`config.mk`:
```
export PLATFORM = sky130hd
export DESIGN_NAME = tcrb_top
export DESIGN_NICKNAME = d
export VERILOG_FILES = /design/src/shared/tcrb_pkg.sv /design/src/rtl/tcrb_top.sv
export SDC_FILE = /design/constraint.sdc
export NUM_CORES = 1
export LEC_CHECK = 0
export ABC_AREA = 1
export BUFFER_PORTS_ARGS = -buffer_cell sky130_fd_sc_hd__buf_4
export CAP_MARGIN = 20
export CORE_MARGIN = 2
export CORE_UTILIZATION = 40
export CTS_CLUSTER_DIAMETER = 150
export CTS_CLUSTER_SIZE = 30
export DETAILED_ROUTE_END_ITERATION = 8
export HOLD_SLACK_MARGIN = 0.02
export SYNTH_ARGS = -nofsm -noshare
export SYNTH_HDL_FRONTEND = slang
export SYNTH_SLANG_ARGS = --single-unit
```
`constraint.sdc`:
```
create_clock -name sys_clk -period 7 [get_ports sys_clk]
set_input_delay 1.4 -clock sys_clk [delete_from_list [all_inputs] [get_ports sys_clk]]
set_output_delay 1.4 -clock sys_clk [all_outputs]
set_load 0.01 [all_outputs]
```
`src/shared/tcrb_pkg.sv`:
```
// Shared constants and carrier types of the transmit credit and reorder
// buffer block.
// Assumes a single 40 MHz clock and a classic Wishbone register bus.
package tcrb_pkg;

  // ------------------------------------------------------------------
  // Structure and timing
  // ------------------------------------------------------------------
  localparam int unsigned NUM_GRP         = 4;      // Buffer groups
  localparam int unsigned LBUF_DEPTH      = 8;      // Logical entries
  localparam int unsigned PBUF_DEPTH      = 8;      // Physical entries
  localparam int unsigned FIRST_TRIES_DEF = 256;    // First packet tries
  localparam int unsigned LATER_TRIES_DEF = 65536;  // Later packet tries
  localparam logic [3:0]  CREDIT_INIT     = 4'h8;   // Credit at reset
  localparam logic [3:0]  PBUF_FULL       = 4'h8;   // Physical room
  localparam logic [1:0]  PRIO_MAX        = 2'h3;   // Top priority
  localparam logic [2:0]  CODE_NO_CREDIT  = 3'h7;   // Completion code

  // ------------------------------------------------------------------
  // Register map and fields
  // ------------------------------------------------------------------
  localparam logic [7:0]  ADR_SETTINGS    = 8'h20;  // Settings control
  localparam logic [7:0]  ADR_CREDIT_STAT = 8'h24;  // Credit status
  localparam logic [7:0]  ADR_LS_STAT     = 8'h28;  // Load/store status
  localparam logic [31:0] SETTINGS_RST    = 32'h0000_0000;
  localparam int unsigned SET_THR_RESP    = 0;      // Response threshold
  localparam int unsigned SET_THR_REQ     = 4;      // Request threshold
  localparam int unsigned SET_SINGLE_PORT = 8;      // One port in use

  // ------------------------------------------------------------------
  // Types
  // ------------------------------------------------------------------
  typedef enum logic [1:0] {
    UNIT_MAU, UNIT_RXU, UNIT_TXU, UNIT_LSU
  } tcrb_unit_t;

  typedef enum logic {TX_IDLE, TX_WAIT} tcrb_tx_t;

  typedef struct packed {
    logic [1:0] prio;                               // Packet priority
    logic [7:0] tag;                                // Packet handle
  } tcrb_pkt_t;

  typedef struct packed {
    logic       valid;                              // Credit request
    tcrb_unit_t unit;                               // Requesting unit
    logic [1:0] prio;                               // Wanted priority
    logic [1:0] port;                               // Target port
    logic       first;                              // First packet
    logic [7:0] tag;                                // Packet handle
  } tcrb_req_t;

  typedef struct packed {
    logic       grant;                              // Credit given
    logic       refuse;                             // Try again
    logic       giveUp;                             // Tries exhausted
    logic       skipQueue;                          // Move to next queue
    logic [2:0] code;                               // Completion code
    logic [1:0] prio;                               // Priority to use
  } tcrb_ans_t;

  typedef struct packed {
    logic       cyc;
    logic       stb;
    logic       we;
    logic [7:0] adr;
    logic [3:0] sel;
    logic [31:0] dat;
  } tcrb_wbreq_t;

endpackage

```
`src/rtl/tcrb_top.sv`:
```
// Transmit credit counters, logical buffer groups and the reordering
// physical transmit buffer, with a Wishbone register slave.
// Assumes request, link and bus inputs come from logic on sys_clk.
//
// The Wishbone slave port is this design's own decision.
`timescale 1ns/100ps

// Operation
// - Multi-port mode: per-port groups, eight deep
// - Per-group credit, reset eight, minus per packet
// - Group pulses release on move to physical
// - Software thresholds in settings govern credit grants
// - Physical buffer accepts in order, room-limited
// - FIFO send; retry picks earliest highest priority
// - No higher priority queued: resend retried packet
// - After reordered success resend original; retry reruns
// - Single-port mode: per-priority groups, eight deep
// - Single-port arbiter drains highest priority first
// - Zero credit means no grant until release
// - Response units promote priority, then retry forever
// - Load/store single packet: 256 tries, code 111b
// - Load/store first of many: 256 tries, 111b
// - Load/store later packets: 64K tries, 111b
// - Message transmit credit requests are always bounded
// - Single-segment message: 256 tries, next queue
// - First segment: 256 tries, next queue
// - Later segments: 64K tries, code 111b, cancel
module tcrb_top #(
  parameter int unsigned FIRST_TRIES = tcrb_pkg::FIRST_TRIES_DEF,
  parameter int unsigned LATER_TRIES = tcrb_pkg::LATER_TRIES_DEF
) (
  input  wire logic                 sys_clk,
  input  wire logic                 resetn,
  input  wire logic                 ce,
  input  wire tcrb_pkg::tcrb_wbreq_t wbReq,
  output      logic                 wbAck,
  output      logic [31:0]          wbDatOut,
  input  wire tcrb_pkg::tcrb_req_t  creditReq,
  output      tcrb_pkg::tcrb_ans_t  creditAns,
  output      logic [3:0]           bufRelease,
  output      logic                 txValid,
  output      tcrb_pkg::tcrb_pkt_t  txPkt,
  input  wire logic                 txOk,
  input  wire logic                 txRetry,
  output      logic [2:0]           lsStatusCode
);
  import tcrb_pkg::*;

  // ------------------------------------------------------------------
  // State
  // ------------------------------------------------------------------
  typedef struct packed {
    logic [31:0]                settings;  // Settings control word
    tcrb_pkt_t [3:0][7:0]       lbuf;      // Logical buffer groups
    logic [3:0][2:0]            lwp;       // Group write pointers
    logic [3:0][2:0]            lrp;       // Group read pointers
    logic [3:0][3:0]            lcnt;      // Group fill levels
    logic [3:0][3:0]            credit;    // Credit per group
    tcrb_pkt_t [7:0]            pbuf;      // Physical buffer, head at 0
    logic [3:0]                 pcnt;      // Physical fill level
    logic [2:0]                 pick;      // Next entry to send
    logic [2:0]                 txIdx;     // Entry on the link
    tcrb_tx_t                   phase;     // Link phase
    logic                       txValid;   // Packet offered to link
    tcrb_pkt_t                  txPkt;     // Packet on the link
    logic [16:0]                tries;     // Refused credit requests
    tcrb_ans_t                  ans;       // Answer pulse
    logic [1:0]                 ansGrp;    // Group of the answer
    tcrb_unit_t                 ansUnit;   // Unit of the answer
    logic                       ansFirst;  // First-packet answer
    logic [3:0]                 rel;       // Release pulses
    logic [2:0]                 lsCode;    // Load/store status word
    logic                       wbAck;     // Bus acknowledge
    logic [31:0]                wbDat;     // Bus read data
  } tcrb_state_t;

  tcrb_state_t s_r;                        // Registered state
  tcrb_state_t s_nxt;                      // Next state

  logic        singleMode;                 // One port in use
  logic        respUnit;                   // Requester sends responses
  logic [1:0]  reqGrp;                     // Group the request targets
  logic [3:0]  thr;                        // Applicable threshold
  logic        reqOk;                      // Credit may be granted
  logic        take;                       // Request taken this cycle
  logic [16:0] limit;                      // Tries allowed
  logic [3:0]  grantG;                     // Grant per group
  logic        drainAny;                   // Some group holds a packet
  logic [1:0]  drainGrp;                   // Group chosen to drain
  logic        higherQueued;               // Helper for checks only
  logic [3:0]  grantCred;                  // Asked group credit, checks

  // Earliest entry of the highest priority above the head's; head if none
  function automatic logic [2:0] pick_next(input tcrb_pkt_t [7:0] b,
                                           input logic [3:0] cnt);
    logic [2:0] best;
    logic [1:0] bestPrio;
    best     = 3'h0;
    bestPrio = b[0].prio;
    for (int i = 1; i < 8; i++) begin
      // Strict compare keeps the earliest of equal priorities
      if (4'(i) < cnt && b[i].prio > bestPrio) begin
        best     = 3'(i);
        bestPrio = b[i].prio;
      end
    end
    return best;
  endfunction

  // ------------------------------------------------------------------
  // Next-state logic
  // ------------------------------------------------------------------
  // Bus slave, credit grant, link handling and drain in one pass
  always_comb begin
    s_nxt      = s_r;
    s_nxt.ans  = '0;
    s_nxt.rel  = '0;
    s_nxt.wbAck = 1'b0;
    s_nxt.wbDat = 32'h0000_0000;
    grantG     = 4'h0;
    drainAny   = 1'b0;
    drainGrp   = 2'h0;
    singleMode = s_r.settings[SET_SINGLE_PORT];

    // Register access; unmapped addresses read zero
    if (wbReq.cyc && wbReq.stb && !s_r.wbAck) begin
      s_nxt.wbAck = 1'b1;
      if (wbReq.adr == ADR_SETTINGS) begin
        s_nxt.wbDat = s_r.settings;
        if (wbReq.we) begin
          for (int b = 0; b < 4; b++) begin
            if (wbReq.sel[b]) begin
              s_nxt.settings[8*b +: 8] = wbReq.dat[8*b +: 8];
            end
          end
        end
      end else if (wbReq.adr == ADR_CREDIT_STAT) begin
        s_nxt.wbDat = {12'h000, s_r.pcnt, s_r.credit};
      end else if (wbReq.adr == ADR_LS_STAT) begin
        s_nxt.wbDat = {29'h0, s_r.lsCode};
      end
    end

    // Group choice: port in multi-port mode, priority otherwise
    reqGrp   = singleMode ? creditReq.prio : creditReq.port;
    respUnit = (creditReq.unit == UNIT_MAU) ||
               (creditReq.unit == UNIT_RXU);
    thr      = respUnit ? s_r.settings[SET_THR_RESP +: 4]
                        : s_r.settings[SET_THR_REQ +: 4];
    reqOk    = (s_r.credit[reqGrp] != 4'h0) &&
               (s_r.credit[reqGrp] > thr);
    limit    = creditReq.first ? 17'(FIRST_TRIES) : 17'(LATER_TRIES);
    take     = creditReq.valid &&
               !(s_r.ans.grant || s_r.ans.refuse || s_r.ans.giveUp);

    // One credit request per two cycles, answered by a pulse
    if (take) begin
      s_nxt.ansGrp   = reqGrp;
      s_nxt.ansUnit  = creditReq.unit;
      s_nxt.ansFirst = creditReq.first;
      s_nxt.ans.prio = creditReq.prio;
      if (reqOk) begin
        // Credit taken: packet enters its logical group
        s_nxt.ans.grant = 1'b1;
        s_nxt.tries     = 17'h0;
        grantG[reqGrp]  = 1'b1;
        s_nxt.lbuf[reqGrp][s_r.lwp[reqGrp]] = {creditReq.prio,
                                               creditReq.tag};
        s_nxt.lwp[reqGrp]  = s_r.lwp[reqGrp] + 3'h1;
        s_nxt.lcnt[reqGrp] = s_r.lcnt[reqGrp] + 4'h1;
        if (creditReq.unit == UNIT_LSU) begin
          s_nxt.lsCode = 3'h0;
        end
      end else if (respUnit) begin
        // Responses climb in priority and never give up
        s_nxt.ans.refuse = 1'b1;
        s_nxt.tries      = 17'h0;
        if (creditReq.prio != PRIO_MAX) begin
          s_nxt.ans.prio = creditReq.prio + 2'h1;
        end
      end else if (s_r.tries + 17'h1 >= limit) begin
        // Tries exhausted: bounded so no unit can deadlock
        s_nxt.ans.giveUp = 1'b1;
        s_nxt.tries      = 17'h0;
        if (creditReq.unit == UNIT_LSU) begin
          s_nxt.ans.code = CODE_NO_CREDIT;
          s_nxt.lsCode   = CODE_NO_CREDIT;
        end else if (creditReq.first) begin
          s_nxt.ans.skipQueue = 1'b1;
        end else begin
          s_nxt.ans.code = CODE_NO_CREDIT;
        end
      end else begin
        // Plain refusal, counted toward the limit
        s_nxt.ans.refuse = 1'b1;
        s_nxt.tries      = s_r.tries + 17'h1;
      end
    end

    // Link outcome: success removes the entry, retry reorders
    if (s_r.phase == TX_WAIT && (txOk || txRetry)) begin
      s_nxt.phase   = TX_IDLE;
      s_nxt.txValid = 1'b0;
      if (txOk) begin
        for (int i = 0; i < 7; i++) begin
          if (3'(i) >= s_r.txIdx) begin
            s_nxt.pbuf[i] = s_r.pbuf[i+1];
          end
        end
        s_nxt.pcnt = s_r.pcnt - 4'h1;
        s_nxt.pick = 3'h0;
      end else begin
        s_nxt.pick = pick_next(s_r.pbuf, s_r.pcnt);
      end
    end else if (s_r.phase == TX_IDLE && s_r.pcnt != 4'h0) begin
      // Offer the chosen entry, head first unless reordering
      s_nxt.phase   = TX_WAIT;
      s_nxt.txValid = 1'b1;
      s_nxt.txIdx   = s_r.pick;
      s_nxt.txPkt   = s_r.pbuf[s_r.pick];
    end

    // Drain arbiter: top priority in single-port mode, low port else
    if (singleMode) begin
      for (int g = 0; g < 4; g++) begin
        if (s_r.lcnt[g] != 4'h0) begin
          drainAny = 1'b1;
          drainGrp = 2'(g);
        end
      end
    end else begin
      for (int g = 3; g >= 0; g--) begin
        if (s_r.lcnt[g] != 4'h0) begin
          drainAny = 1'b1;
          drainGrp = 2'(g);
        end
      end
    end
    if (drainAny && s_nxt.pcnt < PBUF_FULL) begin
      // Append in arrival order, only while physical room remains
      s_nxt.pbuf[s_nxt.pcnt[2:0]] = s_r.lbuf[drainGrp][s_r.lrp[drainGrp]];
      s_nxt.pcnt           = s_nxt.pcnt + 4'h1;
      s_nxt.lrp[drainGrp]  = s_r.lrp[drainGrp] + 3'h1;
      s_nxt.lcnt[drainGrp] = s_nxt.lcnt[drainGrp] - 4'h1;
      s_nxt.rel[drainGrp]  = 1'b1;
    end

    // Credit: minus a grant, plus a release, capped at eight
    for (int g = 0; g < 4; g++) begin
      s_nxt.credit[g] = s_r.credit[g] - {3'h0, grantG[g]}
                        + {3'h0, s_nxt.rel[g]};
      if (s_nxt.credit[g] > CREDIT_INIT) begin
        s_nxt.credit[g] = CREDIT_INIT;
      end
    end
  end

  // ------------------------------------------------------------------
  // State register
  // ------------------------------------------------------------------
  // Asynchronous reset to constants; clock enable freezes all state
  always_ff @(posedge sys_clk or negedge resetn) begin
    if (!resetn) begin
      s_r          <= '0;
      s_r.settings <= SETTINGS_RST;
      s_r.credit   <= {4{CREDIT_INIT}};
    end else if (ce) begin
      s_r <= s_nxt;
    end
  end

  // Outputs taken straight from state flops
  assign wbAck        = s_r.wbAck;
  assign wbDatOut     = s_r.wbDat;
  assign creditAns    = s_r.ans;
  assign bufRelease   = s_r.rel;
  assign txValid      = s_r.txValid;
  assign txPkt        = s_r.txPkt;
  assign lsStatusCode = s_r.lsCode;

  // ------------------------------------------------------------------
  // Checks
  // ------------------------------------------------------------------
  // Whether any queued entry beats the head; read by checks only
  assign higherQueued = (pick_next(s_r.pbuf, s_r.pcnt) != 3'h0);

  // Credit of the requested group as the request is taken; a past
  // value indexed by the answer's own group would read another group
  assign grantCred = s_r.credit[reqGrp];
endmodule

```
======== After elaboration in Yosys (flattened, before gate mapping) ========
Index checks and enable logic that the tools add are counted.
word-level totals
  bits of input ports ..................... 68
  output and inout bits ................... 60
  register bits ........................... 581
  word-level logic and storage cells ...... 361
operators by class
  $add $sub $neg .......................... 16
  $lt $le $gt $ge ......................... 38
  bitwise logic cells ..................... 2
  eq/ne operators ......................... 7
  mux-type cells .......................... 133
  reduce and logical (&&, ||, !) cells .... 44
operators by type and width
  cell                                                             count
  320-bit bitwise mux                                              1
  80-bit binary-select mux with 2-bit select                       1
  80-bit demux with 2-bit select                                   1
  80-bit two-way mux                                               2
  74-bit two-way mux                                               2
  10-bit two-way mux                                               11
  80-bit bitwise mux                                               1
  77-bit two-way mux                                               1
  17-bit two-way mux                                               4
  10-bit binary-select mux with 3-bit select                       2
  10-bit demux with 3-bit select                                   2
  2-bit two-way mux                                                29
  3-bit two-way mux                                                19
  4-bit two-way mux                                                13
  16-bit two-way mux                                               3
  33-bit two-way mux                                               1
  16-bit bitwise mux                                               2
  32-bit two-way mux                                               1
  5-bit AND reduction                                              5
  4-bit binary-select mux with 2-bit select                        3
  12-bit bitwise mux                                               2
  8-bit by 6-bit == test with 1-bit output, second input constant  3
  4-bit nonzero test                                               6
  20-bit two-way mux                                               1
  43 further kinds                                                 124

======== Longest topological paths before layout ========
  depth in word-level cells ............... 41
  depth in mapped cells ................... 42
  depth with buffers taken out ............ 42

======== Least setup slack after synthesis ========
Ideal clock, no wire load.
  path kind ............................... register to register
  start point ............................. reg s_r[102] (netlist name)
  end point ............................... reg s_r[88] (netlist name)
  path buffers ............................ 0
  period minus slack after synthesis ...... 5974 ps
  path slack .............................. 1026 ps
  setup time .............................. 83 ps
  required time ........................... 6917 ps
  arrival time ............................ 5891 ps
  cell stages (with the launch flop) ...... 39
  path through ............................ dfrtp_1 inv_1 ha_1 inv_1 o21bai_1 nand3_1 o21ai_0 ha_1 o21ai_0 nand2_1 o21ai_1 ha_1 o22ai_1 nand2_1 nand2_1 o21ai_1 ha_1 o22ai_1 (+3 left out) ha_1 or2_2 o21ai_0 nand2_1 nand3_1 and2_1 ha_1 nand2_1 o211ai_1 nor2_1 inv_1 nand2_1 o21ai_0 ha_1 a211oi_1 nor2_1 and3_1 o21ai_0
on the way
  longest elaborated chain between the ends .. 34
  elaborated cells on any way between the ends .. 38
  classes of those cells .................. order compare (7); mux (24); reduce/logical (7)
RTL lines
  what                           line             RTL
  start: declaration             tcrb_top.sv:77   tcrb_state_t s_r;
  start signal: assignment       tcrb_top.sv:268  s_r <= s_nxt;
  2-bit greater-than comparator  n/a
  1-bit logical AND              n/a
  2-bit two-way mux (*)          tcrb_top.sv:102  if (4'(i) < cnt && b[i].prio > bestPrio) begin
  2-bit two-way mux (*)          tcrb_top.sv:204  if (txOk) begin
  2-bit two-way mux (*)          tcrb_top.sv:201  if (s_r.phase == TX_WAIT && (txOk || txRetry)) begin
  2-bit greater-than comparator  tcrb_top.sv:102
  1-bit logical AND              tcrb_top.sv:102
  2-bit two-way mux (*)          tcrb_top.sv:102
  (+18 left out)                 n/a
  1-bit logical AND              tcrb_top.sv:102
  2-bit two-way mux              tcrb_top.sv:102
  2-bit two-way mux              tcrb_top.sv:204
  2-bit two-way mux              tcrb_top.sv:201
  2-bit greater-than comparator  tcrb_top.sv:102
  1-bit logical AND              tcrb_top.sv:102
  3-bit two-way mux (*)          tcrb_top.sv:102
  3-bit two-way mux (*)          tcrb_top.sv:204
Every way passes the cells marked *; elsewhere a longest branch is shown, timed or not. The select of a mux whose other input is x is not followed.
A chain may end at the register's enable or synchronous reset.

======== Final worst setup path ========
Same ends and word-level chain as after synthesis.

==> summary.md <==
| Metric | Value |
|---|---|
| Setup TNS | `0 ps` |
| Max-cap check violation count | `0` |
| Clock latency on the worst-skew pair | `620 ps` |
| Final core utilization | `42.9%` |
| Total global routing overflow | `0` |
| Buffers on Ports | `127` |
| Maximum clock rate | `155 MHz` |
| # diodes | `0` |
| Tcrit/Tclk final | `92.0%` |
| Clock root cell | `clkbuf_16` |
| Area Growth Syn to Fin | `6.25%` |
| Routed len/inst | `17.4 um` |
| Post-CTS Hold Fix Bufs | `0` |
| Worst EP required | `7530 ps` |
| Mapped Cells | `4001` |
| Synth top area cells | `dfrtp_1, nand2_1, o21ai_0` |
| Post-synthesis net count | `4116` |
| Number of synthesized register bits | `571` |
| P_sw | `5.32 mW` |
| Leakage | `16.1 nW` |
| PwrDens | `362 mW/mm2` |
| Clock skew | `50.3 ps` |
| Worst-Margin Slew | `1210 ps` |
| DRC errors left | `0` |
| Area of placed instances | `0.0312 mm2` |
| Initial core utilization | `40.4%` |
| DR vias | `25400` |
| WS Path Type | `register to register` |
| DP Wirelength | `54.1 mm` |
| Avg Cell Area, Syn | `7.52 um2` |
| Sinks on Clock Net | `571` |
| CTS tree | `yes` |
| Delay-heaviest family, CP | `simple AND/OR/NAND/NOR gates` |
| Most frequent CP cell | `nand2_1` |
| Status | `completed` |
| Starting DRT DRC Count | `2321` |
| Fill count | `7550` |
| CP Capture Type | `register` |
| Initial antenna violation count | `0` |
| Crit Path Max Fanout | `5` |
| Routed WL | `85.3 mm` |
| Layout cells sized above 1 | `7.13%` |
| Num rows | `100` |
| Ys async rst share | `100%` |
| Max Root-Sink Buffers | `3` |
| Slowest cell delay on critical path | `380 ps` |
| Pwr Total | `11.6 mW` |
| Clk network pwr share | `14.8%` |
| Die height | `278 um` |
| Htree depth | `1` |
| Design area | `0.0320 mm2` |
| Pre-antenna DRT Iters | `6` |
| Tot GR Track Use | `21.8%` |
| Final-report max-slew violation count | `0` |
| Crit path DAT | `6980 ps` |
| Global-route wire length before repair | `136 mm` |
| CTS clk-pin slew, worst paths | `120 ps` |
| Startpoint Class | `register` |
| Count of cell types in the netlist | `58` |
| Layout Nets | `4033` |
| Post-synthesis sequential area ratio | `47.5%` |
| Vias in the first global route | `23900` |
| Total Die Area | `0.0774 mm2` |
| Top cell type's share of synthesized area | `47.2%` |
| Net Sw Frac | `46.0%` |
| YS warnings | `0` |
| Routability-driven placement congestion ratio | `0.891` |
| Main synth FF type | `dfrtp_1` |
| Largest area contributor in the netlist | `dfrtp_1` |
| Final Hold Viols | `0` |
| Combinational Power Share | `46.8%` |
| CP bufs+invs | `3` |
| Mapped Area | `0.0301 mm2` |
| Critical path's slowest cell | `dfrtp_1` |
| Min-delay worst type | `register to register` |
| CORE AREA | `0.0744 mm2` |
| Die Wd | `278 um` |
| Largest net degree at the start of global routing | `172` |
| CTS Buf Count | `23` |
| EDFF count, synth | `0` |
| Slew margin rel. | `19.1%` |
| VDD IR max | `0.193 mV` |
| Drt via density | `5.19` |
| Worst hold slack | `489 ps` |
| Min cycle time layout | `6440 ps` |
| IO Pins | `128` |
| Seq pwr share | `38.3%` |
| Final Setup Violations | `0` |
| Pint | `6.24 mW` |
| Final antenna-violating net count | `0` |
-- power groups by stage --
stage	Sequential [mW]	Clock [mW]	Combinational, mW
after CTS	4.42	1.76	5.32
after global routing	4.51	1.87	6.08
after global placement	4.48	0	5.25
after detailed placement	4.49	0	5.29
final	4.43	1.71	5.41
after floorplan	4.35	0	3.69
-- sequential cells by signal, summed over array words and instances, names as in the netlist --
| name | cells |
|---|---|
| lsStatusCode | 1 |
| bufRelease | 4 |
| creditAns | 7 |
| txPkt | 10 |
| wbDatOut | 32 |
| s_r | 516 |
| wbAck | 1 |
-- worst min-delay path: stages (launching register included) --
cell	delay [ps]
dfrtp_1	340
nand2_1	50
o21ai_1	60
-- what timing repair did --
item                                    CTS  global route
endpoints found under the setup margin    0             3
buffers inserted                          0             6
gates resized for setup                   0             8
-- synthesized netlist by cell type (3+ instances only) --
| library cell | instances |
|---|---|
| o221ai_1 | 10 |
| fa_1 | 4 |
| nand3_1 | 159 |
| and2_1 | 7 |
| dfstp_2 | 4 |
| a21o_1 | 4 |
| nor2_2 | 6 |
| a21boi_0 | 9 |
| a31oi_1 | 5 |
| mux2i_1 | 6 |
| nand2_2 | 5 |
| a221o_1 | 4 |
| dfrtp_1 | 567 |
| xor2_1 | 21 |
| o21ai_1 | 120 |
| a21oi_1 | 124 |
| nor4_1 | 4 |
| nand2_1 | 1622 |
| nand2_4 | 3 |
| o21bai_1 | 6 |
| o21ai_0 | 399 |
| ha_1 | 43 |
| nor2_4 | 9 |
| nand4_1 | 26 |
| clkbuf_1 | 131 |
| buf_4 | 59 |
| o311ai_0 | 10 |
| o22ai_1 | 14 |
| buf_2 | 76 |
| a22oi_1 | 5 |
| xnor2_1 | 13 |
| a22o_1 | 10 |
| nor2_1 | 175 |
| inv_1 | 238 |
| clkinv_1 | 9 |
| inv_2 | 12 |
| mux2_2 | 21 |
| o211ai_1 | 19 |
| nor3_1 | 5 |
| buf_1 | 11 |
-- worst paths after layout --
path | startpoint | to | slack (ps) | depth (start not counted)
setup / recovery | s_r[102]$_DFFE_PN0P_ | s_r[88]$_DFFE_PN0P_ | 560 | 40
hold / removal | s_r[277]$_DFFE_PN0P_ | s_r[277]$_DFFE_PN0P_ | 490 | 2
setup reg to reg | s_r[102]$_DFFE_PN0P_ | s_r[88]$_DFFE_PN0P_ | 560 | 40
hold reg to reg | s_r[277]$_DFFE_PN0P_ | s_r[277]$_DFFE_PN0P_ | 490 | 2
max in group asynchronous | resetn | s_r[256]$_DFFE_PN0P_ | 4590 | 2
min in group asynchronous | resetn | wbDatOut[20]$_DFFE_PN0P_ | 790 | 1
-- logic make-up after synthesis --
group | share of synthesized area, %
muxes | 0.986
xor gates and xnor gates | 0.990
and+or+nand+nor | 27.2
adders and majority gates | 2.05
DFF | 47.5
AOI/OAI and AO/OA | 13.5
buffers and inverters | 7.85
-- placed cells by master, fill, tap and decap left out, types with 5 or more instances in the layout --
cell type | Yosys | layout
buf_4 | 59 | 166
and2_1 | 7 | 7
nand2_2 | 5 | 5
ha_1 | 43 | 43
nor2_2 | 6 | 7
nor2_4 | 9 | 10
xor2_1 | 21 | 21
a31oi_1 | 5 | 5
o221ai_1 | 10 | 10
o311ai_0 | 10 | 10
nor2_1 | 175 | 173
nor3_1 | 5 | 5
nand4_1 | 26 | 26
a21oi_1 | 124 | 124
clkinv_1 | 9 | 9
inv_2 | 12 | 13
o21bai_1 | 6 | 6
o22ai_1 | 14 | 14
o21ai_0 | 399 | 395
nand2_1 | 1622 | 1622
dfrtp_1 | 567 | 567
clkbuf_16 | 0 | 23
clkbuf_1 | 131 | 9
inv_1 | 238 | 235
a21boi_0 | 9 | 9
a22o_1 | 10 | 10
o21ai_1 | 120 | 122
xnor2_1 | 13 | 13
nand3_1 | 159 | 159
mux2i_1 | 6 | 6
mux2_2 | 21 | 21
a22oi_1 | 5 | 5
o211ai_1 | 19 | 19
-- metrics by stage --
stage               instances  setup slack, ps
finish                   4896              558
global route             4896            -63.0
CTS                      4889              264
detailed placement       4855              328
global placement         4854              413
floorplan                4001             1030
-- metal layers --
layer | vias to the layer above | wire [um] | track usage [%]
li1 | 12600 | - | -
met1 | 12100 | 39800 | 31.1
met2 | 637 | 39500 | 36.0
met3 | 79 | 4350 | 2.17
met4 | 0 | 1540 | 4.78
met5 | - | 0 | 0
-- area by class of cell --
type,count,area [um2],share of cell area (%)
Clock buffer,32,609,1.91
Clock inverter,2,38.8,0.121
Inverter,260,985,3.08
Multi-Input combinational cell,2890,13500,42.1
Sequential cell,571,14300,44.7
Tap cell,969,1210,3.79
Timing Repair Buffer,172,1380,4.31
Note: power is estimated with default switching activity, not from simulation.
